--- src/logic/usb_out_ep_defines.vh ---
// Purpose: constants for the OUT endpoint 1-3 control and status logic
// Assumes: 8-bit register port, byte offsets as listed here
// Notes:   definitions only; included by the control module
`ifndef USB_OUT_EP_DEFINES_VH
`define USB_OUT_EP_DEFINES_VH

// register offsets
`define OFS_EP_INDEX      8'h0E
`define OFS_OUT_CTRL_LOW  8'h14
`define OFS_OUT_CTRL_HIGH 8'h15
`define OFS_RX_COUNT_LOW  8'h16
`define OFS_RX_COUNT_HIGH 8'h17
`define OFS_IRQ_STATUS    8'h20
`define OFS_IRQ_ENABLE    8'h21
`define OFS_IRQ_CLEAR     8'h22

// control low byte fields
`define BIT_TOGGLE_CLEAR  7
`define BIT_STALL_SENT    6
`define BIT_STALL_REQUEST 5
`define BIT_FLUSH         4
`define BIT_DATA_ERROR    3
`define BIT_OVERRUN       2
`define BIT_FIFO_FULL     1
`define BIT_PACKET_READY  0

// control high byte fields
`define BIT_DOUBLE_BUFFER 7
`define BIT_ISO_MODE      6

// interrupt layout: data event at bit n, stall event at bit n+4, endpoint n
`define IRQ_STALL_SHIFT   4

// widths and reset values
`define COUNT_W           10
`define RST_BYTE          8'h00
`define RST_INDEX         2'h0
`define RST_COUNT         10'h000
`define RST_OCC           2'h0

`endif

--- src/logic/out_ep_pkt_queue.v ---
// Purpose: two-slot queue of received packet lengths for one OUT endpoint
// Assumes: caller pushes only while not full
// Notes:   a pop of an empty queue is ignored
`timescale 1ns/100ps
`default_nettype none
`include "usb_out_ep_defines.vh"

module out_ep_pkt_queue (
   // clock and reset
   input  wire                   i_clock,
   input  wire                   i_rst_n,
   // queue control
   input  wire                   i_push,
   input  wire                   i_pop,
   input  wire [`COUNT_W-1:0]    i_len,
   input  wire                   i_double,
   // queue state
   output wire [`COUNT_W-1:0]    o_head_len,
   output wire [1:0]             o_occ,
   output wire                   o_full
);

   reg  [`COUNT_W-1:0] slot0_reg;
   reg  [`COUNT_W-1:0] slot1_reg;
   reg  [1:0]          occ_reg;
   wire                pop_ok;

   assign pop_ok     = i_pop && (occ_reg != 2'h0);
   assign o_head_len = slot0_reg;
   assign o_occ      = occ_reg;
   // full at two packets when double buffered, else at one
   assign o_full     = i_double ? (occ_reg == 2'h2) : (occ_reg != 2'h0);

   ////////////////////////////////////////////////////////////////////////
   // slot shifting; pop moves the second packet to the head
   always @(posedge i_clock or negedge i_rst_n) begin
      if (!i_rst_n) begin
         slot0_reg <= `RST_COUNT;
         slot1_reg <= `RST_COUNT;
         occ_reg   <= `RST_OCC;
      end else if (i_push && pop_ok) begin
         if (occ_reg == 2'h1) begin
            slot0_reg <= i_len;
         end else begin
            slot0_reg <= slot1_reg;
            slot1_reg <= i_len;
         end
      end else if (i_push) begin
         if (occ_reg == 2'h0) begin
            slot0_reg <= i_len;
         end else begin
            slot1_reg <= i_len;
         end
         occ_reg <= occ_reg + 2'h1;
      end else if (pop_ok) begin
         slot0_reg <= slot1_reg;
         occ_reg   <= occ_reg - 2'h1;
      end
   end

endmodule // out_ep_pkt_queue
`default_nettype wire

--- src/logic/usb_out_ep_ctrl.v ---
// What this block does
// - writing one to toggle clear zeroes the endpoint toggle; bit reads zero
// - sending a STALL handshake sets stall sent until software clears it
// - while stall request is one, OUT transfers are answered with STALL
// - flush discards the next stored packet and clears packet ready
// - flush bit self-clears when done; one write flushes one packet only
// - iso CRC or stuff error sets data error; cleared when software clears packet ready
// - iso packet arriving with full FIFO sets overrun until software clears
// - FIFO full means two packets double buffered, otherwise one packet
// - packet ready is set when a received packet sits in the FIFO
// - received byte count is ten bits, valid only while packet ready
// - every STALL sent on the endpoint also raises an endpoint interrupt
// - with two packets stored, packet ready rises again after its clear
//
// Purpose: control and status for USB OUT endpoints 1-3 behind a byte port
// Assumes: receive engine gives one done pulse per OUT data packet
// Notes:   only packet lengths are queued; payload storage lives elsewhere
`timescale 1ns/100ps
`default_nettype none
`include "usb_out_ep_defines.vh"

module usb_out_ep_ctrl (
   // clock and reset
   input  wire                   i_clock,
   input  wire                   i_rst_n,
   // register port
   input  wire [7:0]             i_addr,
   input  wire [7:0]             i_wdata,
   input  wire                   i_wr,
   input  wire                   i_rd,
   output wire [7:0]             o_rdata,
   // packet receive side
   input  wire                   i_rx_done,
   input  wire [1:0]             i_rx_ep,
   input  wire [`COUNT_W-1:0]    i_rx_len,
   input  wire                   i_rx_toggle,
   input  wire                   i_rx_crc_err,
   // handshake answer to the host
   output wire                   o_hs_ack,
   output wire                   o_hs_nak,
   output wire                   o_hs_stall,
   // interrupt
   output wire                   o_irq
);

   ////////////////////////////////////////////////////////////////////////
   // shared registers and per-endpoint views

   reg  [1:0]            index_reg;
   reg  [7:0]            irq_stat_reg;
   reg  [7:0]            irq_en_reg;
   reg  [7:0]            rdata_reg;
   reg                   irq_reg;
   reg                   ack_reg;
   reg                   nak_reg;
   reg                   stall_reg;

   reg  [7:0]            rdata_next;
   wire [7:0]            irq_stat_next;
   wire [7:0]            irq_event;
   wire                  sel_valid;

   // per-endpoint state, index 1..3 is the endpoint number
   wire [3:1]            prdy_v;
   wire [3:1]            stall_sent_v;
   wire [3:1]            stall_req_v;
   wire [3:1]            flush_v;
   wire [3:1]            derr_v;
   wire [3:1]            ovr_v;
   wire [3:1]            full_v;
   wire [3:1]            dbl_v;
   wire [3:1]            iso_v;
   wire [3:1]            ack_v;
   wire [3:1]            nak_v;
   wire [3:1]            stall_v;
   wire [3:1]            data_ev_v;
   wire [3:1]            stall_ev_v;
   wire [`COUNT_W-1:0]   head_len [1:3];

   // index 0 selects nothing here; control writes are then dropped
   assign sel_valid = (index_reg != 2'h0);

   ////////////////////////////////////////////////////////////////////////
   // endpoint index register
   always @(posedge i_clock or negedge i_rst_n) begin
      if (!i_rst_n) begin
         index_reg <= `RST_INDEX;
      end else if (i_wr && (i_addr == `OFS_EP_INDEX)) begin
         index_reg <= i_wdata[1:0];
      end
   end

   ////////////////////////////////////////////////////////////////////////
   // per-endpoint control and status logic
   genvar g;
   generate
      for (g = 1; g <= 3; g = g + 1) begin : ep
         localparam [1:0] EPN = g;

         reg                 prdy_reg;
         reg                 stall_sent_reg;
         reg                 stall_req_reg;
         reg                 flush_reg;
         reg                 derr_reg;
         reg                 ovr_reg;
         reg                 toggle_reg;
         reg                 dbl_reg;
         reg                 iso_reg;

         wire                sel;
         wire                wr_low;
         wire                wr_high;
         wire                rx_here;
         wire                tog_ok;
         wire                stall_hit;
         wire                store;
         wire                ovr_set;
         wire                derr_set;
         wire                sw_clr_prdy;
         wire                flush_pop;
         wire                pop;
         wire                bulk_good;
         wire [1:0]          occ;

         assign sel     = (index_reg == EPN);
         assign wr_low  = i_wr && sel && (i_addr == `OFS_OUT_CTRL_LOW);
         assign wr_high = i_wr && sel && (i_addr == `OFS_OUT_CTRL_HIGH);
         assign rx_here = i_rx_done && (i_rx_ep == EPN);
         assign tog_ok  = (i_rx_toggle == toggle_reg);

         // stall takes priority over every other answer
         assign stall_hit = rx_here && stall_req_reg;
         // bulk packet with clean CRC that found room
         assign bulk_good = rx_here && !stall_req_reg && !iso_reg
                            && !i_rx_crc_err && !full_v[g];
         // iso keeps damaged packets; bulk drops a repeated toggle silently
         assign store   = rx_here && !stall_req_reg && !full_v[g]
                          && (iso_reg || (!i_rx_crc_err && tog_ok));
         assign ovr_set  = rx_here && !stall_req_reg && iso_reg && full_v[g];
         assign derr_set = store && iso_reg && i_rx_crc_err;

         // a zero written over a set packet ready hands the packet back
         assign sw_clr_prdy = wr_low && !i_wdata[`BIT_PACKET_READY] && prdy_reg;
         // flush runs one cycle after the write and drops one packet only
         assign flush_pop = flush_reg && (occ != 2'h0);
         assign pop       = sw_clr_prdy || flush_pop;

         // handshakes; iso transfers get no ACK or NAK, only STALL while stall request is set
         assign ack_v[g]   = bulk_good;
         assign nak_v[g]   = rx_here && !stall_req_reg && !iso_reg
                             && !i_rx_crc_err && full_v[g];
         assign stall_v[g] = stall_hit;

         // interrupt events: new packet ready or overrun, and each stall
         assign data_ev_v[g]  = (!prdy_reg && (occ != 2'h0) && !pop) || ovr_set;
         assign stall_ev_v[g] = stall_hit;

         assign prdy_v[g]       = prdy_reg;
         assign stall_sent_v[g] = stall_sent_reg;
         assign stall_req_v[g]  = stall_req_reg;
         assign flush_v[g]      = flush_reg;
         assign derr_v[g]       = derr_reg;
         assign ovr_v[g]        = ovr_reg;
         assign dbl_v[g]        = dbl_reg;
         assign iso_v[g]        = iso_reg;

         // packet length queue; the full flag follows the buffering mode
         out_ep_pkt_queue u_queue (
            .i_clock    (i_clock),
            .i_rst_n    (i_rst_n),
            .i_push     (store),
            .i_pop      (pop),
            .i_len      (i_rx_len),
            .i_double   (dbl_reg),
            .o_head_len (head_len[g]),
            .o_occ      (occ),
            .o_full     (full_v[g])
         );

         // packet ready: cleared by pop, raised again while a packet waits
         always @(posedge i_clock or negedge i_rst_n) begin
            if (!i_rst_n) begin
               prdy_reg <= 1'b0;
            end else if (pop) begin
               prdy_reg <= 1'b0;
            end else if (!prdy_reg && (occ != 2'h0)) begin
               prdy_reg <= 1'b1;
            end
         end

         // flush request; reads one while pending, never partial packets
         always @(posedge i_clock or negedge i_rst_n) begin
            if (!i_rst_n) begin
               flush_reg <= 1'b0;
            end else if (flush_reg) begin
               flush_reg <= 1'b0;
            end else if (wr_low && i_wdata[`BIT_FLUSH]) begin
               flush_reg <= 1'b1;
            end
         end

         // sticky flags; a set in the clearing cycle wins
         always @(posedge i_clock or negedge i_rst_n) begin
            if (!i_rst_n) begin
               stall_sent_reg <= 1'b0;
               ovr_reg        <= 1'b0;
               derr_reg       <= 1'b0;
            end else begin
               stall_sent_reg <= stall_hit
                                 || (stall_sent_reg
                                     && !(wr_low && !i_wdata[`BIT_STALL_SENT]));
               ovr_reg        <= ovr_set
                                 || (ovr_reg
                                     && !(wr_low && !i_wdata[`BIT_OVERRUN]));
               derr_reg       <= derr_set || (derr_reg && !sw_clr_prdy);
            end
         end

         // stall request and mode bits are plain software state
         always @(posedge i_clock or negedge i_rst_n) begin
            if (!i_rst_n) begin
               stall_req_reg <= 1'b0;
               dbl_reg       <= 1'b0;
               iso_reg       <= 1'b0;
            end else begin
               if (wr_low) begin
                  stall_req_reg <= i_wdata[`BIT_STALL_REQUEST];
               end
               if (wr_high) begin
                  dbl_reg <= i_wdata[`BIT_DOUBLE_BUFFER];
                  iso_reg <= i_wdata[`BIT_ISO_MODE];
               end
            end
         end

         // data toggle: software clear beats a same-cycle flip
         always @(posedge i_clock or negedge i_rst_n) begin
            if (!i_rst_n) begin
               toggle_reg <= 1'b0;
            end else if (wr_low && i_wdata[`BIT_TOGGLE_CLEAR]) begin
               toggle_reg <= 1'b0;
            end else if (bulk_good && tog_ok) begin
               toggle_reg <= !toggle_reg;
            end
         end
      end
   endgenerate

   ////////////////////////////////////////////////////////////////////////
   // interrupt status, enable and clear

   assign irq_event     = {stall_ev_v, 1'b0, data_ev_v, 1'b0};
   // set wins over a clear written in the same cycle
   assign irq_stat_next = irq_event
                          | (irq_stat_reg
                             & ~((i_wr && (i_addr == `OFS_IRQ_CLEAR)) ? i_wdata : 8'h00));

   always @(posedge i_clock or negedge i_rst_n) begin
      if (!i_rst_n) begin
         irq_stat_reg <= `RST_BYTE;
         irq_en_reg   <= `RST_BYTE;
         irq_reg      <= 1'b0;
      end else begin
         irq_stat_reg <= irq_stat_next;
         if (i_wr && (i_addr == `OFS_IRQ_ENABLE)) begin
            irq_en_reg <= i_wdata;
         end
         irq_reg <= |(irq_stat_next & irq_en_reg);
      end
   end

   ////////////////////////////////////////////////////////////////////////
   // read mux; data stands only in the cycle after the strobe
   always @* begin
      rdata_next = 8'h00;
      if (i_rd) begin
         case (i_addr)
            `OFS_EP_INDEX: begin
               rdata_next = {6'h00, index_reg};
            end
            `OFS_OUT_CTRL_LOW: begin
               if (sel_valid) begin
                  // toggle clear always reads zero
                  rdata_next = {1'b0,
                                stall_sent_v[index_reg],
                                stall_req_v[index_reg],
                                flush_v[index_reg],
                                derr_v[index_reg],
                                ovr_v[index_reg],
                                full_v[index_reg],
                                prdy_v[index_reg]};
               end
            end
            `OFS_OUT_CTRL_HIGH: begin
               if (sel_valid) begin
                  rdata_next = {dbl_v[index_reg], iso_v[index_reg], 6'h00};
               end
            end
            `OFS_RX_COUNT_LOW: begin
               // count is only shown while the packet is ready
               if (sel_valid && prdy_v[index_reg]) begin
                  rdata_next = head_len[index_reg][7:0];
               end
            end
            `OFS_RX_COUNT_HIGH: begin
               if (sel_valid && prdy_v[index_reg]) begin
                  rdata_next = {6'h00, head_len[index_reg][9:8]};
               end
            end
            `OFS_IRQ_STATUS: begin
               rdata_next = irq_stat_reg;
            end
            `OFS_IRQ_ENABLE: begin
               rdata_next = irq_en_reg;
            end
            default: begin
               rdata_next = 8'h00;
            end
         endcase
      end
   end

   ////////////////////////////////////////////////////////////////////////
   // registered outputs
   always @(posedge i_clock or negedge i_rst_n) begin
      if (!i_rst_n) begin
         rdata_reg <= `RST_BYTE;
         ack_reg   <= 1'b0;
         nak_reg   <= 1'b0;
         stall_reg <= 1'b0;
      end else begin
         rdata_reg <= rdata_next;
         ack_reg   <= |ack_v;
         nak_reg   <= |nak_v;
         stall_reg <= |stall_v;
      end
   end

   assign o_rdata    = rdata_reg;
   assign o_hs_ack   = ack_reg;
   assign o_hs_nak   = nak_reg;
   assign o_hs_stall = stall_reg;
   assign o_irq      = irq_reg;

endmodule // usb_out_ep_ctrl
`default_nettype wire

--- config.mk ---
export PLATFORM = sky130hd
export DESIGN_NAME = usb_out_ep_ctrl
export DESIGN_NICKNAME = d
export VERILOG_FILES = /design/src/logic/out_ep_pkt_queue.v /design/src/logic/usb_out_ep_ctrl.v
export VERILOG_INCLUDE_DIRS = /design/src /design/src/logic
export SDC_FILE = /design/constraint.sdc
export NUM_CORES = 1
export LEC_CHECK = 0
export BUFFER_PORTS_ARGS = -buffer_cell sky130_fd_sc_hd__buf_2
export CAP_MARGIN = 20
export CORE_UTILIZATION = 30
export CTS_BUF_LIST = sky130_fd_sc_hd__clkbuf_16
export CTS_CLUSTER_DIAMETER = 200
export DETAILED_ROUTE_END_ITERATION = 12
export GPL_TIMING_DRIVEN = 0
export PLACE_DENSITY_LB_ADDON = 0.2
export SETUP_SLACK_MARGIN = 0.5
export SYNTH_ARGS = -nofsm -noshare
export SYNTH_HDL_FRONTEND = slang
export SYNTH_SLANG_ARGS = --single-unit
--- constraint.sdc ---
create_clock -name i_clock -period 8.3 [get_ports i_clock]
set_input_delay 1.245 -clock i_clock [delete_from_list [all_inputs] [get_ports i_clock]]
set_output_delay 1.245 -clock i_clock [all_outputs]
set_load 0.02 [all_outputs]
* Yosys cells after proc, flatten, opt, wreduce, memory -nomap -nowiden
Cells that the tools add are included.
** Cells by class
- Add/subtract/negate cells :: 6
- $mul :: 0
- Div/mod/pow operators :: 0
- $lt $le $gt $ge :: 2
- Eq/ne operators :: 32
- Shift operators :: 0
- Mux-type cells :: 82
- Bitwise gates (word level) :: 8
- Reductions and logical operators :: 184
** Operator list (count)
- $mux 10 :: 29
- $logic_and 1x1->1 :: 100
- $pmux 8 s7 :: 1
- $eq 8x5->1 const B :: 4
- $mux 8 :: 4
- $reduce_bool 2->1 :: 16
- $logic_not 1->1 :: 31
- $mux 1 :: 30
- $eq 8x6->1 const B :: 3
- $bmux 10 s2 :: 1
- $bmux 1 s2 :: 9
- $logic_or 1x1->1 :: 18
- $and 8x8->8 :: 2
- $eq 2x2->1 const B :: 7
- $mux 2 :: 7
- $reduce_and 2->1 :: 6
- $eq 2x1->1 const B :: 5
- $ne 3x1->1 const B :: 3
- $reduce_and 3->1 :: 3
- $reduce_bool 3->1 :: 3
- $reduce_or 3->1 :: 3
- $eq 8x4->1 const B :: 1
- $not 8->8 :: 1
- $or 8x8->8 :: 1
- other kinds (12) :: 26
** Word-level totals
- Flip-flop bits (word level) :: 123
- Latch bits :: 0
- Memory bits (writable) :: 0
- Memory bits (read-only) :: 0
- Bits of input ports :: 35
- Output and inout bits :: 12
- Word-level logic and storage cells :: 358
- Memories kept :: 0

* Longest topological paths before layout
Gate-level depths: netlist of run 1.
- Depth in word-level cells :: 12
- Depth in mapped cells :: 10
- Depth with buffers taken out :: 10

* By module
Synthesis of run 1 repeated with hierarchy kept, for this count alone.
** Unflattened totals
- Cells, all modules :: 553
- Area total of the unflattened synthesis :: 6241.0 um2
** By module, submodules not included
- usb_out_ep_ctrl :: times used 1, cells an instance 310, area each 3230.6 um2, sequential area each 1426.4 um2
- out_ep_pkt_queue :: times used 3, cells an instance 81, area each 1003.5 um2, sequential area each 550.5 um2

* Least setup slack after synthesis of run 1
No wires, ideal clock.
- Path kind :: input-to-reg
- Start point :: in i_addr[5]
- End point :: reg ep[2].u_queue.slot0_reg[0]
- Library setup time :: 0.125 ns
- Arrival time :: 4.022 ns
- Required time :: 8.175 ns
- Setup slack :: 4.153 ns
- Stages on the path :: 10
- Buffers on the path :: 0
- Path through :: or4b_4 > nor4b_4 > and4_1 > nor2_1 > nor2_1 > ha_1 > inv_1 > a31oi_1 > mux2_2 > mux2_2
** On the way
- Word-level cells in the longest chain between the ends :: 9
- Elaborated cells between the ends (all ways) :: 11
- Classes of those cells :: eq/ne (2); mux (1); reduce/logical (8)
** Ends and longest elaborated chain
- start: declaration :: line usb_out_ep_ctrl.v:27 : input wire [7:0] i_addr,
- $eq 8x5->1 *
- $logic_and 1x1->1 * :: line usb_out_ep_ctrl.v:126 : assign wr_low = i_wr && sel && (i_addr == `OFS_OUT_CTRL_LOW);
- $logic_and 1x1->1 * (2 in a row) :: line usb_out_ep_ctrl.v:143 : assign sw_clr_prdy = wr_low && !i_wdata[`BIT_PACKET_READY] && prdy_reg;
- $logic_or 1x1->1 * :: line usb_out_ep_ctrl.v:146 : assign pop = sw_clr_prdy || flush_pop;
- $logic_and 1x1->1 * :: line out_ep_pkt_queue.v:28 : assign pop_ok = i_pop && (occ_reg != 2'h0);
- $logic_and 1x1->1 :: line out_ep_pkt_queue.v:41 : end else if (i_push && pop_ok) begin
- $ne 3x1->1 (no line) / $reduce_bool 3->1 (equally long branches)
- $reduce_and 2->1 (no line)
- end signal: assignment :: line out_ep_pkt_queue.v:38 : slot0_reg <= `RST_COUNT;
- end signal: assignment :: line out_ep_pkt_queue.v:43 : slot0_reg <= i_len;
- end signal: assignment :: line out_ep_pkt_queue.v:45 : slot0_reg <= slot1_reg;
- end: declaration :: line out_ep_pkt_queue.v:23 : reg [`COUNT_W-1:0] slot0_reg;
Every way passes the cells marked *; elsewhere a longest branch is shown, timed or not.
A chain may end at the register's enable or synchronous reset.

* Final worst setup path of run 1
- Start point :: in i_addr[5]
- End point :: reg ep[2].u_queue.slot1_reg[1]
** On the way
- Word-level cells in the longest chain between the ends :: 9
- Elaborated cells between the ends (all ways) :: 12
- Classes of those cells :: eq/ne (3); mux (1); reduce/logical (8)
** Ends and longest elaborated chain
- $eq 8x5->1 *
- $logic_and 1x1->1 * :: line usb_out_ep_ctrl.v:126
- $logic_and 1x1->1 * (2 in a row) :: line usb_out_ep_ctrl.v:143
- $logic_or 1x1->1 * :: line usb_out_ep_ctrl.v:146
- $logic_and 1x1->1 * :: line out_ep_pkt_queue.v:28
- $logic_and 1x1->1 * :: line out_ep_pkt_queue.v:41
- $ne 2x2->1 (no line), or another cell as far along
- $reduce_and 3->1 (no line)
- end signal: assignment :: line out_ep_pkt_queue.v:39 : slot1_reg <= `RST_COUNT;
- end signal: assignment :: line out_ep_pkt_queue.v:46 : slot1_reg <= i_len;
- end signal: assignment :: line out_ep_pkt_queue.v:52 : slot1_reg <= i_len;
- end: declaration :: line out_ep_pkt_queue.v:24 : reg [`COUNT_W-1:0] slot1_reg;
Marked as above.

==> flow_summary.json, run 1 <==
{
  "first_global_vias": 4850,
  "synth.cell_area_um2": 6290,
  "cp_data_arrival_time_ns": 4.48,
  "register_area_um2": 3080,
  "core_region_um2": 20400,
  "cts.hold.buffers_added": 0,
  "detail_route.iter0.violations": 334,
  "timing.final.crit_period_ns": 4.17,
  "clock-sinks": 123,
  "dp_hpwl_um": 12600,
  "cts_resized": 0,
  "portion_of_the_post_synthesis_area_used_by_sequential_elements_pct": 49.0,
  "worstHoldPathType": "flip-flop to flip-flop",
  "worst_skew_pair.late_latency_ns": 0.42,
  "cts.clk_slew.worst_paths_ns": 0.06,
  "worst_path_dominant_cell_family": "simple AND/OR/NAND/NOR gates",
  "status": "complete, no violations",
  "numPortBuffers": 44,
  "yosys_most_used_dff": "dfrtp_1",
  "cp.buffers_inverters": 2,
  "die_h_um": 147,
  "route.detailed.wl_per_inst_um": 19.9,
  "reg2reg_slack_ns": 4.92,
  "cpMostUsedCell": "nor2_1",
  "power-per-cell-area_nw_per_um2": 213,
  "top_layer": "met5",
  "grt_first_pass_wirelength_um": 28100,
  "die_area_um2": 21500,
  "cts_max_level": 4,
  "ant_nets": 0,
  "wl_met1_um": 7930,
  "path_max_fanout": 10,
  "clock-root-buffer": "clkbuf_16",
  "worstHoldStart": "ep[1].u_queue.o_head_len[6]",
  "dieWidth_um": 147,
  "cts_tree": "yes",
  "route.detailed.drc": 0,
  "antenna_found_initial": 3,
  "path_cells": "buf_2 > or4b_4 > nor4b_4 > and4_1 > nor2_1 > nor2_1 > ha_1 > and2_1 > a211o_1 > clkbuf_1 > mux2_2",
  "max_clock_freq_mhz": 240,
  "place.detailed.instances": 845,
  "grt-ovfl-total": 0,
  "timing.critical_path.slowest_stage_cell": "clkbuf_1",
  "asyncSetResetFlopFracSynth_pct": 100,
  "multi_input_comb_area_um2": 3080,
  "top_level_ports": 47,
  "timing.critical_path.from_type": "primary input",
  "area_growth_pct": 18.9,
  "num_rows": 52,
  "max_cap_viol_count": 0,
  "fillers": 1990,
  "final_common_cell": "mux2_2",
  "dr.pass1.iters": 5,
  "postRouteWirelength_um": 17400,
  "rsz0062_at_grt": "no",
  "yosys.cell_types.count": 67,
  "slew_viol_final": 0,
  "final.period_utilization_pct": 50.2,
  "global_route_usage_over_all_layers_pct": 17.4,
  "detailroute.wirelength.met2_um": 8340,
  "met3WireLength_um": 968,
  "global_placer_s_final_weighted_congestion": 0.836,
  "starting_density_of_the_core_pct": 30.9,
  "final_cell_mix": "mux2_2 (125), dfrtp_1 (123), buf_2 (45)",
  "worst-setup-path-type": "primary input to flip-flop",
  "numCtsBuffers": 17,
  "cts.path.max_buffers": 2,
  "finish.utilization_pct": 36.7,
  "syn_avg_cell_area_um2": 11.9,
  "ir_drop_mv": 0.125,
  "crit_path_end_kind": "flip-flop",
  "final-setup-viol-count": 0,
  "final_cells": 877,
  "total_number_of_yosys_warnings": 0,
  "worst_slew_pin_slew_ns": 1.02,
  "post_synth_inst_count": 527,
  "mappedNetlistNets": 571,
  "timing.critical_path.required_ns": 8.61,
  "vias": 4591,
  "post_cts_setup_repair_bufs": 0,
  "rr_startpoint": "ep[3].u_queue.o_occ[0]",
  "final_hold_viol_count": 0,
  "final_layout_size_suffix_gt1_share_pct": 36.1,
  "worst_slew_margin_rel_pct": 31.0,
  "synth_edf_count": 0,
  "avgViaCountPerCell": 5.23,
  "synth-seq-cells": 123,
  "grt_max_degree": 87,
  "final_nets": 638,
  "finClkSkew_ns": 0.00856,
  "cpPeakStageDelay_ns": 0.67,
  "startpoint": "i_addr[5]",
  "static-leakage-power_nw": 3.56,
  "timing.setup.tns_ns": 0
}
==> worst register-to-register path: stages (launching register included) <==
cell,delay (ns)
dfrtp_1,0.44
and2_1,0.21
o21ai_0,0.60
nor2_1,0.21
ha_1,0.28
o31ai_2,0.69
buf_6,0.23
mux2_2,0.34
mux2_2,0.26
==> through the flow <==
step	cell area, um2	hold WS [ns]	power, mW	worst slack, ns
after CTS	7470	0.489	1.61	4.09
final	7480	0.489	1.59	4.13
after global placement	6840	0.471	0.888	3.05
after global routing	7480	0.510	1.66	3.91
after floorplan	6290	0.443	0.818	4.15
after detailed placement	6920	0.474	0.898	3.65
==> power breakdown <==
part	switching [mW]	leakage, nW	internal [mW]
Clock	0.272	0.267	0.434
Combinational	0.106	1.64	0.101
Sequential	0.0275	1.65	0.649
Total	0.405	3.56	1.18
==> kinds of logic after synthesis <==
kind of cell | Yosys count | share of synthesized area [%]
xor+xnor | 9 | 1.25
simple gates | 129 | 11.4
mux | 131 | 23.4
fa+ha+maj | 9 | 1.79
compound gates | 93 | 11.1
buf+inv | 33 | 2.09
flops | 123 | 49.0
==> cell usage after synthesis (all sizes together) (4+ instances only) <==
library cell | n | area [um2]
nor2b | 9 | 56.3
dfrtp | 123 | 3080
mux2 | 126 | 1420
a22oi | 8 | 73.8
a22o | 13 | 114
a21oi | 19 | 98.9
ha | 9 | 113
nand2 | 38 | 143
and2 | 5 | 31.3
nor3 | 9 | 45.0
a221oi | 4 | 35.0
nand2b | 5 | 31.3
nor3b | 6 | 45.0
inv | 16 | 60.1
nand4 | 5 | 37.5
buf | 6 | 28.8
xor2 | 5 | 43.8
a222oi | 7 | 70.1
nand3 | 8 | 40.0
mux2i | 5 | 50.1
o21ai | 16 | 80.1
nor2 | 22 | 82.6
xnor2 | 4 | 35.0
clkbuf | 11 | 42.5
==> path summary, 6_finish.rpt <==
| kind | to | depth (start not counted) |
|---|---|---|
| min reg2reg | ep[1].u_queue.o_head_len[6] | 1 |
| min in group asynchronous | o_hs_ack | 1 |
| max in group asynchronous | o_rdata[1] | 2 |
| max reg2reg | ep[3].u_queue.o_head_len[3] | 8 |
| min | ep[1].u_queue.o_head_len[6] | 1 |
| max | ep[2].u_queue.slot1_reg[1] | 11 |
==> cell type report <==
type | instances | area share, %
well taps | 270 | 4.52
diodes | 1 | 0.0335
clock inverters | 14 | 1.76
inverters | 16 | 0.803
repair buffers | 48 | 3.85
multi-input cells | 371 | 41.2
clock buffers | 17 | 5.69
flip-flops and latches | 123 | 41.2
plain buffers | 17 | 0.954
==> layer usage <==
layer / track usage, % / up-vias
li1: - / 2102
met1: 22.8 / 2325
met2: 28.0 / 140
met3: 4.72 / 20
met4: 5.00 / 4
met5: 0 / -
(Power assumes the default switching activity.)
==> inputs of run 2 (changes only) <==
--- a/config.mk
+++ b/config.mk
@@ -6,6 +6,7 @@
 export SDC_FILE = /design/constraint.sdc
 export NUM_CORES = 1
 export LEC_CHECK = 0
+export ABC_AREA = 1
 export BUFFER_PORTS_ARGS = -buffer_cell sky130_fd_sc_hd__buf_2
 export CAP_MARGIN = 20
 export CORE_UTILIZATION = 30
==> constraint.sdc (replaced) <==
create_clock -name i_clock -period 4.3 [get_ports i_clock]
set_input_delay 0.645 -clock i_clock [delete_from_list [all_inputs] [get_ports i_clock]]
set_output_delay 0.645 -clock i_clock [all_outputs]
set_load 0.02 [all_outputs]
==> flow_summary.json, run 2 <==
{
  "status": "complete, no violations",
  "detail_route.iter0.violations": 517,
  "postRouteWirelength_um": 22100,
  "final_layout_size_suffix_gt1_share_pct": 15.5,
  "syn_avg_cell_area_um2": 7.31,
  "synth.cells.most_frequent": "nand2_1 (357), nand3_1 (125), dfrtp_1 (123), inv_1 (82), nor2_1 (44)",
  "die_area_um2": 24600,
  "die_h_um": 157,
  "rsz0062_at_grt": "no",
  "adder_cell_fraction_of_synth_area_pct": 1.57,
  "cts.hold.buffers_added": 0,
  "worst-setup-path-type": "flip-flop to flip-flop",
  "cts_tree": "yes",
  "timing.critical_path.from_type": "flip-flop",
  "finish.utilization_pct": 35.5,
  "finClkSkew_ns": 0.00960,
  "synth_top_family_by_area": "simple AND/OR/NAND/NOR gates",
  "yosys_most_used_dff": "dfrtp_1",
  "synth-seq-cells": 123,
  "yosys.area_share.xor_xnor_pct": 0.366,
  "final_hold_viol_count": 0,
  "post_synth_main_area_contributors": "dfrtp_1 (43%), nand2_1 (19%), nand3_1 (8.7%)",
  "area_growth_pct": 16.1,
  "synth_simple_gate_area_share_pct": 34.3,
  "vias": 6539,
  "path_cells": "inv_1 > nand2_1 > nor2_1 > nand4_1 > nand2_1 > nand2_1 > buf_2 > inv_1 > ha_1 > clkbuf_1 > o211ai_1 > nand2_1 > nand2_1 > nand2_1",
  "asyncSetResetFlopFracSynth_pct": 100,
  "ant_nets": 0,
  "slew_viol_final": 0,
  "dieWidth_um": 157,
  "grt_first_pass_wirelength_um": 35500,
  "grt_max_degree": 85,
  "total_number_of_yosys_warnings": 0,
  "final_nets": 1093,
  "core_region_um2": 23500,
  "path_max_fanout": 10,
  "global_placer_s_final_weighted_congestion": 0.855,
  "leading_area_contributor_after_synthesis": "dfrtp_1",
  "cts_max_level": 4,
  "crit_path_end_kind": "flip-flop",
  "final_common_cell": "nand2_1",
  "final.period_utilization_pct": 61.7,
  "numPortBuffers": 46,
  "worst_slew_margin_rel_pct": 66.8,
  "post_cts_setup_repair_bufs": 0,
  "synth_edf_count": 0,
  "cts.clk_slew.worst_paths_ns": 0.06,
  "final_cell_mix": "nand2_1 (357), nand3_1 (125), dfrtp_1 (123)",
  "worst_slew_pin_slew_ns": 0.497,
  "synth.top_cell.area_share_pct": 42.8,
  "cpPeakStageDelay_ns": 0.45,
  "antenna_cells": 0,
  "dr.pass1.iters": 7,
  "worst_skew_pair.late_latency_ns": 0.42,
  "max_clock_freq_mhz": 377,
  "reg2reg_slack_ns": 1.64,
  "post_synth_mux_area_share_pct": 0.313,
  "dp_hpwl_um": 16400,
  "worstRegToRegCells": 14,
  "cpMostUsedCell": "nand2_1",
  "cts.path.max_buffers": 2,
  "static-leakage-power_nw": 4.33,
  "timing.critical_path.slowest_stage_cell": "dfrtp_1",
  "first_global_vias": 6287,
  "top_level_ports": 47,
  "clock-sinks": 123,
  "synth_compound_area_share_pct": 11.7,
  "timing.critical_path.required_ns": 4.66,
  "grt-ovfl-total": 0,
  "synth.cell_area_um2": 7190,
  "cts_resized": 0,
  "timing.setup.tns_ns": 0,
  "mappedNetlistNets": 1027,
  "starting_density_of_the_core_pct": 30.6,
  "power-per-cell-area_nw_per_um2": 310,
  "num_rows": 56,
  "post_synth_inst_count": 983,
  "final-setup-viol-count": 0,
  "timing.final.crit_period_ns": 2.66,
  "avgViaCountPerCell": 4.73,
  "worstHoldPathType": "primary input to async pin",
  "yosys.cell_types.count": 40,
  "numCtsBuffers": 17,
  "yosysMostFrequentCell": "nand2_1",
  "portion_of_the_post_synthesis_area_used_by_sequential_elements_pct": 42.8,
  "ir_drop_mv": 0.203,
  "clock-root-buffer": "clkbuf_16",
  "antenna_found_initial": 0,
  "route.detailed.drc": 0,
  "route.detailed.wl_per_inst_um": 16.0,
  "max_cap_viol_count": 0,
  "global_route_usage_over_all_layers_pct": 19.1,
  "cp_data_arrival_time_ns": 3.01
}
run 2: changes by cell type after synthesis, moves of 10 or more:
cell,before,now
a22o_1,13,0
mux2_2,125,2
nor2_1,22,44
o21ai_2,0,13
nand3_1,8,125
o21ai_0,15,27
nand2_1,38,357
o21ai_1,1,31
o211ai_1,0,32
buf_6,0,10
inv_1,16,82
nand2_2,0,14
inv_2,0,18
run 2: kinds of logic (layout without fill, tap and decap cells):
logic type | after synthesis | in the layout
DFF | 123 | 123
and+or+nand+nor | 574 | 574
buffers and inverters | 141 | 220
AOI/OAI and AO/OA | 131 | 131
xor gates and xnor gates | 3 | 3
muxes | 2 | 2
adders and majority gates | 9 | 9
run 2: cell type report:
| cell class | instances | area, um2 |
|---|---|---|
| Tap cell | 319 | 399 |
| Clock inverter | 15 | 68.8 |
| Fill cell | 2515 | 15100 |
| Clock buffer | 17 | 425 |
| Multi-Input combinational cell | 719 | 3460 |
| Sequential cell | 123 | 3080 |
| Buffer | 36 | 246 |
| Timing Repair Buffer | 47 | 264 |
| Inverter | 105 | 398 |
run 2: layer usage:
| metal | GRT usage [%] | routed length [um] | up-vias |
|---|---|---|---|
| met1 | 27.3 | 10900 | 3031 |
| met5 | 0 | 0 | - |
| met3 | 2.94 | 964 | 20 |
| met2 | 29.4 | 9900 | 151 |
| met4 | 5.56 | 263 | 0 |
| li1 | - | - | 3337 |
run 2: worst max-delay path: cells and delay by family, from the launching register on:
kind	cells	cell delay [ns]
AOI/OAI and AO/OA	1	0.16
adders and majority gates	1	0.27
buffers and inverters	4	0.79
DFF	1	0.45
and+or+nand+nor	8	0.92
run 2: through the flow:
| step | cell area, um2 | hold slack (ns) | setup slack (ns) | power, mW | instances |
|---|---|---|---|---|---|
| after CTS | 8340 | 0.137 | 1.65 | 2.62 | 1381 |
| after floorplan | 7190 | 0.349 | 1.95 | 1.29 | 983 |
| after detailed placement | 7850 | 0.424 | 1.35 | 1.38 | 1349 |
| after global placement | 7820 | 0.422 | 0.774 | 1.37 | 1348 |
| after global routing | 8340 | 0.166 | 1.38 | 2.68 | 1381 |
| final | 8340 | 0.124 | 1.64 | 2.59 | 1381 |
run 2: final timing paths:
kind	start	to
worst max-delay path	index_reg[1]	ep[1].u_queue.o_head_len[8]
worst min-delay path	i_rst_n	ep[3].stall_req_reg
worst max register to register	index_reg[1]	ep[1].u_queue.o_head_len[8]
worst min register to register	ep[3].flush_reg	ep[3].flush_reg
max in group asynchronous	i_rst_n	ep[2].u_queue.o_head_len[2]
min in group i_clock	ep[3].flush_reg	ep[3].flush_reg
run 2: power breakdown:
group          internal, mW  leakage, nW  switching, mW  total, mW
Combinational        0.0449         2.41          0.126      0.171
Clock                 0.711        0.259          0.519       1.23
Sequential             1.17         1.66         0.0115       1.19
Total                  1.93         4.33          0.657       2.59
==> inputs of run 3 (changes only) <==
==> constraint.sdc (replaced) <==
create_clock -name i_clock -period 2.4 [get_ports i_clock]
set_input_delay 0.36 -clock i_clock [delete_from_list [all_inputs] [get_ports i_clock]]
set_output_delay 0.36 -clock i_clock [all_outputs]
set_load 0.02 [all_outputs]
==> flow_summary.json, run 3 (synthesized netlist as in run 2, its figures left out) <==
{
  "status": "complete, no violations",
  "finClkSkew_ns": 0.00936,
  "die_h_um": 157,
  "intPower_mw": 4.02,
  "hold_ws_ns": 0.168,
  "worst_slew_margin_rel_pct": 63.9,
  "global_route_usage_over_all_layers_pct": 19.6,
  "fillers": 2437,
  "final_common_cell": "nand2_1",
  "final_cell_mix": "nand2_1 (321), nand3_1 (123), dfrtp_1 (120)",
  "ir_drop_mv": 0.376,
  "place.detailed.instances": 1349,
  "num_rows": 56,
  "first_global_vias": 6693,
  "cts.clk_slew.worst_paths_ns": 0.06,
  "route.detailed.wl_per_inst_um": 16.2,
  "groute.layer.met3.usage_pct": 2.80,
  "post-place-ws_ns": 0.0153,
  "grt_first_pass_wirelength_um": 36700,
  "final_layout_size_suffix_gt1_share_pct": 26.6,
  "postRouteWirelength_um": 23100,
  "numPortBuffers": 46,
  "rr_startpoint": "index_reg[1]",
  "sequentialPowerShare_pct": 40.8,
  "cts.path.max_buffers": 2,
  "grt_max_degree": 87,
  "max_cap_viol_count": 0,
  "final.period_utilization_pct": 82.1,
  "worstRegToRegCells": 15,
  "dr.pass1.iters": 5,
  "timing.final.crit_period_ns": 1.97,
  "cp_endpoint": "ep[1].u_queue.slot1_reg[4]",
  "r2r_end": "ep[1].u_queue.slot1_reg[4]",
  "final_cell_area_um2": 9370,
  "area_growth_pct": 30.4,
  "antenna_found_initial": 0,
  "comb_power_share_pct": 7.0,
  "reg2reg_slack_ns": 0.43,
  "netSwitchingFraction_pct": 22.9,
  "cts_max_level": 4,
  "cp_data_arrival_time_ns": 2.32,
  "power.clock.fraction_pct": 52.2,
  "worst_slew_pin_slew_ns": 0.538,
  "avgViaCountPerCell": 4.83,
  "crit_path_end_kind": "flip-flop",
  "numCtsBuffers": 17,
  "core_region_um2": 23500,
  "route.detailed.drc": 0,
  "dp_hpwl_um": 16400,
  "detailed_place.area_um2": 7940,
  "cts_tree": "yes",
  "timing.critical_path.from_type": "flip-flop",
  "worstHoldPathType": "primary input to flip-flop",
  "timing.critical_path.required_ns": 2.75,
  "static-leakage-power_nw": 4.75,
  "cpMostUsedCell": "nand2_2",
  "slew_viol_final": 0,
  "vias": 6887,
  "path_cells": "inv_2 > nand2_4 > nor2_4 > nand4_1 > nand2_2 > nand2_2 > buf_6 > inv_4 > ha_4 > nand2_4 > o211ai_4 > buf_12 > buf_8 > nand2_2 > o21ai_2",
  "top_level_ports": 47,
  "die_area_um2": 24600,
  "rsz0062_at_grt": "yes",
  "finish.utilization_pct": 39.9,
  "startpoint": "index_reg[1]",
  "worst-setup-path-type": "flip-flop to flip-flop",
  "power-per-cell-area_nw_per_um2": 556,
  "ant_nets": 0,
  "final_nets": 1140,
  "clock-root-buffer": "clkbuf_16",
  "post-layout-total-power_mw": 5.21,
  "busiest_layer": "met2",
  "final_hold_viol_count": 0,
  "antenna_cells": 0,
  "final_cells": 1427,
  "worst_skew_pair.late_latency_ns": 0.42,
  "final-setup-viol-count": 0,
  "timing.critical_path.slowest_stage_cell": "dfrtp_2",
  "starting_density_of_the_core_pct": 30.6,
  "groute.layer.met2.usage_pct": 31.8,
  "timing.setup.tns_ns": 0,
  "detail_route.iter0.violations": 460,
  "cpPeakStageDelay_ns": 0.44,
  "final.setup.worst_slack_ns": 0.428,
  "global_placer_s_final_weighted_congestion": 0.854,
  "clock-sinks": 123,
  "dieWidth_um": 157,
  "p_sw_mw": 1.19,
  "max_clock_freq_mhz": 507,
  "path_max_fanout": 5,
  "groute.layer.met1.usage_pct": 27.0,
  "grt-ovfl-total": 0
}
run 3: worst min-delay path by stage:
| stage | startpoint | to | slack (ns) | cells past startpoint |
|---|---|---|---|---|
| finish | i_rx_toggle | ep[1].toggle_reg | 0.17 | 2 |
| global route | i_rx_toggle | ep[2].toggle_reg | 0.18 | 2 |
| CTS | i_rx_toggle | ep[1].toggle_reg | 0.16 | 2 |
| detailed placement | i_rst_n | o_hs_stall | 0.30 | 1 |
| global placement | ep[3].flush_reg | ep[3].flush_reg | 0.42 | 1 |
| floorplan | i_rst_n | ep[1].dbl_reg | 0.06 | 0 |
run 3: per-layer routing:
metal | part of all wire (%) | wire length, um
met3 | 3.8 | 875
met2 | 46 | 10600
met5 | 0 | 0
met4 | 1.6 | 361
met1 | 49 | 11300
run 3: repair_timing:
| action | in CTS | in global routing |
|---|---|---|
| hold buffers | 1 | 0 |
| gates cloned | 7 | 1 |
| setup buffers | 29 | 9 |
| pin swaps | 29 | 17 |
| gates resized for setup | 73 | 50 |
| hold endpoints to repair | 37 | 0 |
| setup endpoints to repair | 62 | 64 |
run 3: area by class of cell:
cell class	instances	area, um2	share of cell area, %
multi-input combinational	719	3830	40.8
sequential	123	3080	32.9
timing repair buffer	94	709	7.57
inverter	105	434	4.63
clock buffer	17	425	4.54
tap	319	399	4.26
buffer	36	310	3.31
clock inverter	14	186	1.99
run 3: power by group through the flow:
stage                     logic, mW  registers (mW)  clock network [mW]
after floorplan               0.148            2.16                   0
after global placement        0.307            2.16                   0
after detailed placement      0.315            2.16                   0
after CTS                     0.356            2.12                2.76
after global routing          0.404            2.13                2.85
final                         0.365            2.12                2.72
run 3: critical path, delay by kind of cell, from the launching register on:
family / cells / cell delay, ns
adder cells (fa/ha/maj): 1 / 0.21
AND/OR/NAND/NOR: 7 / 0.57
flip-flops: 1 / 0.44
AO/OA/AOI/OAI: 2 / 0.13
buffers and inverters: 5 / 0.55
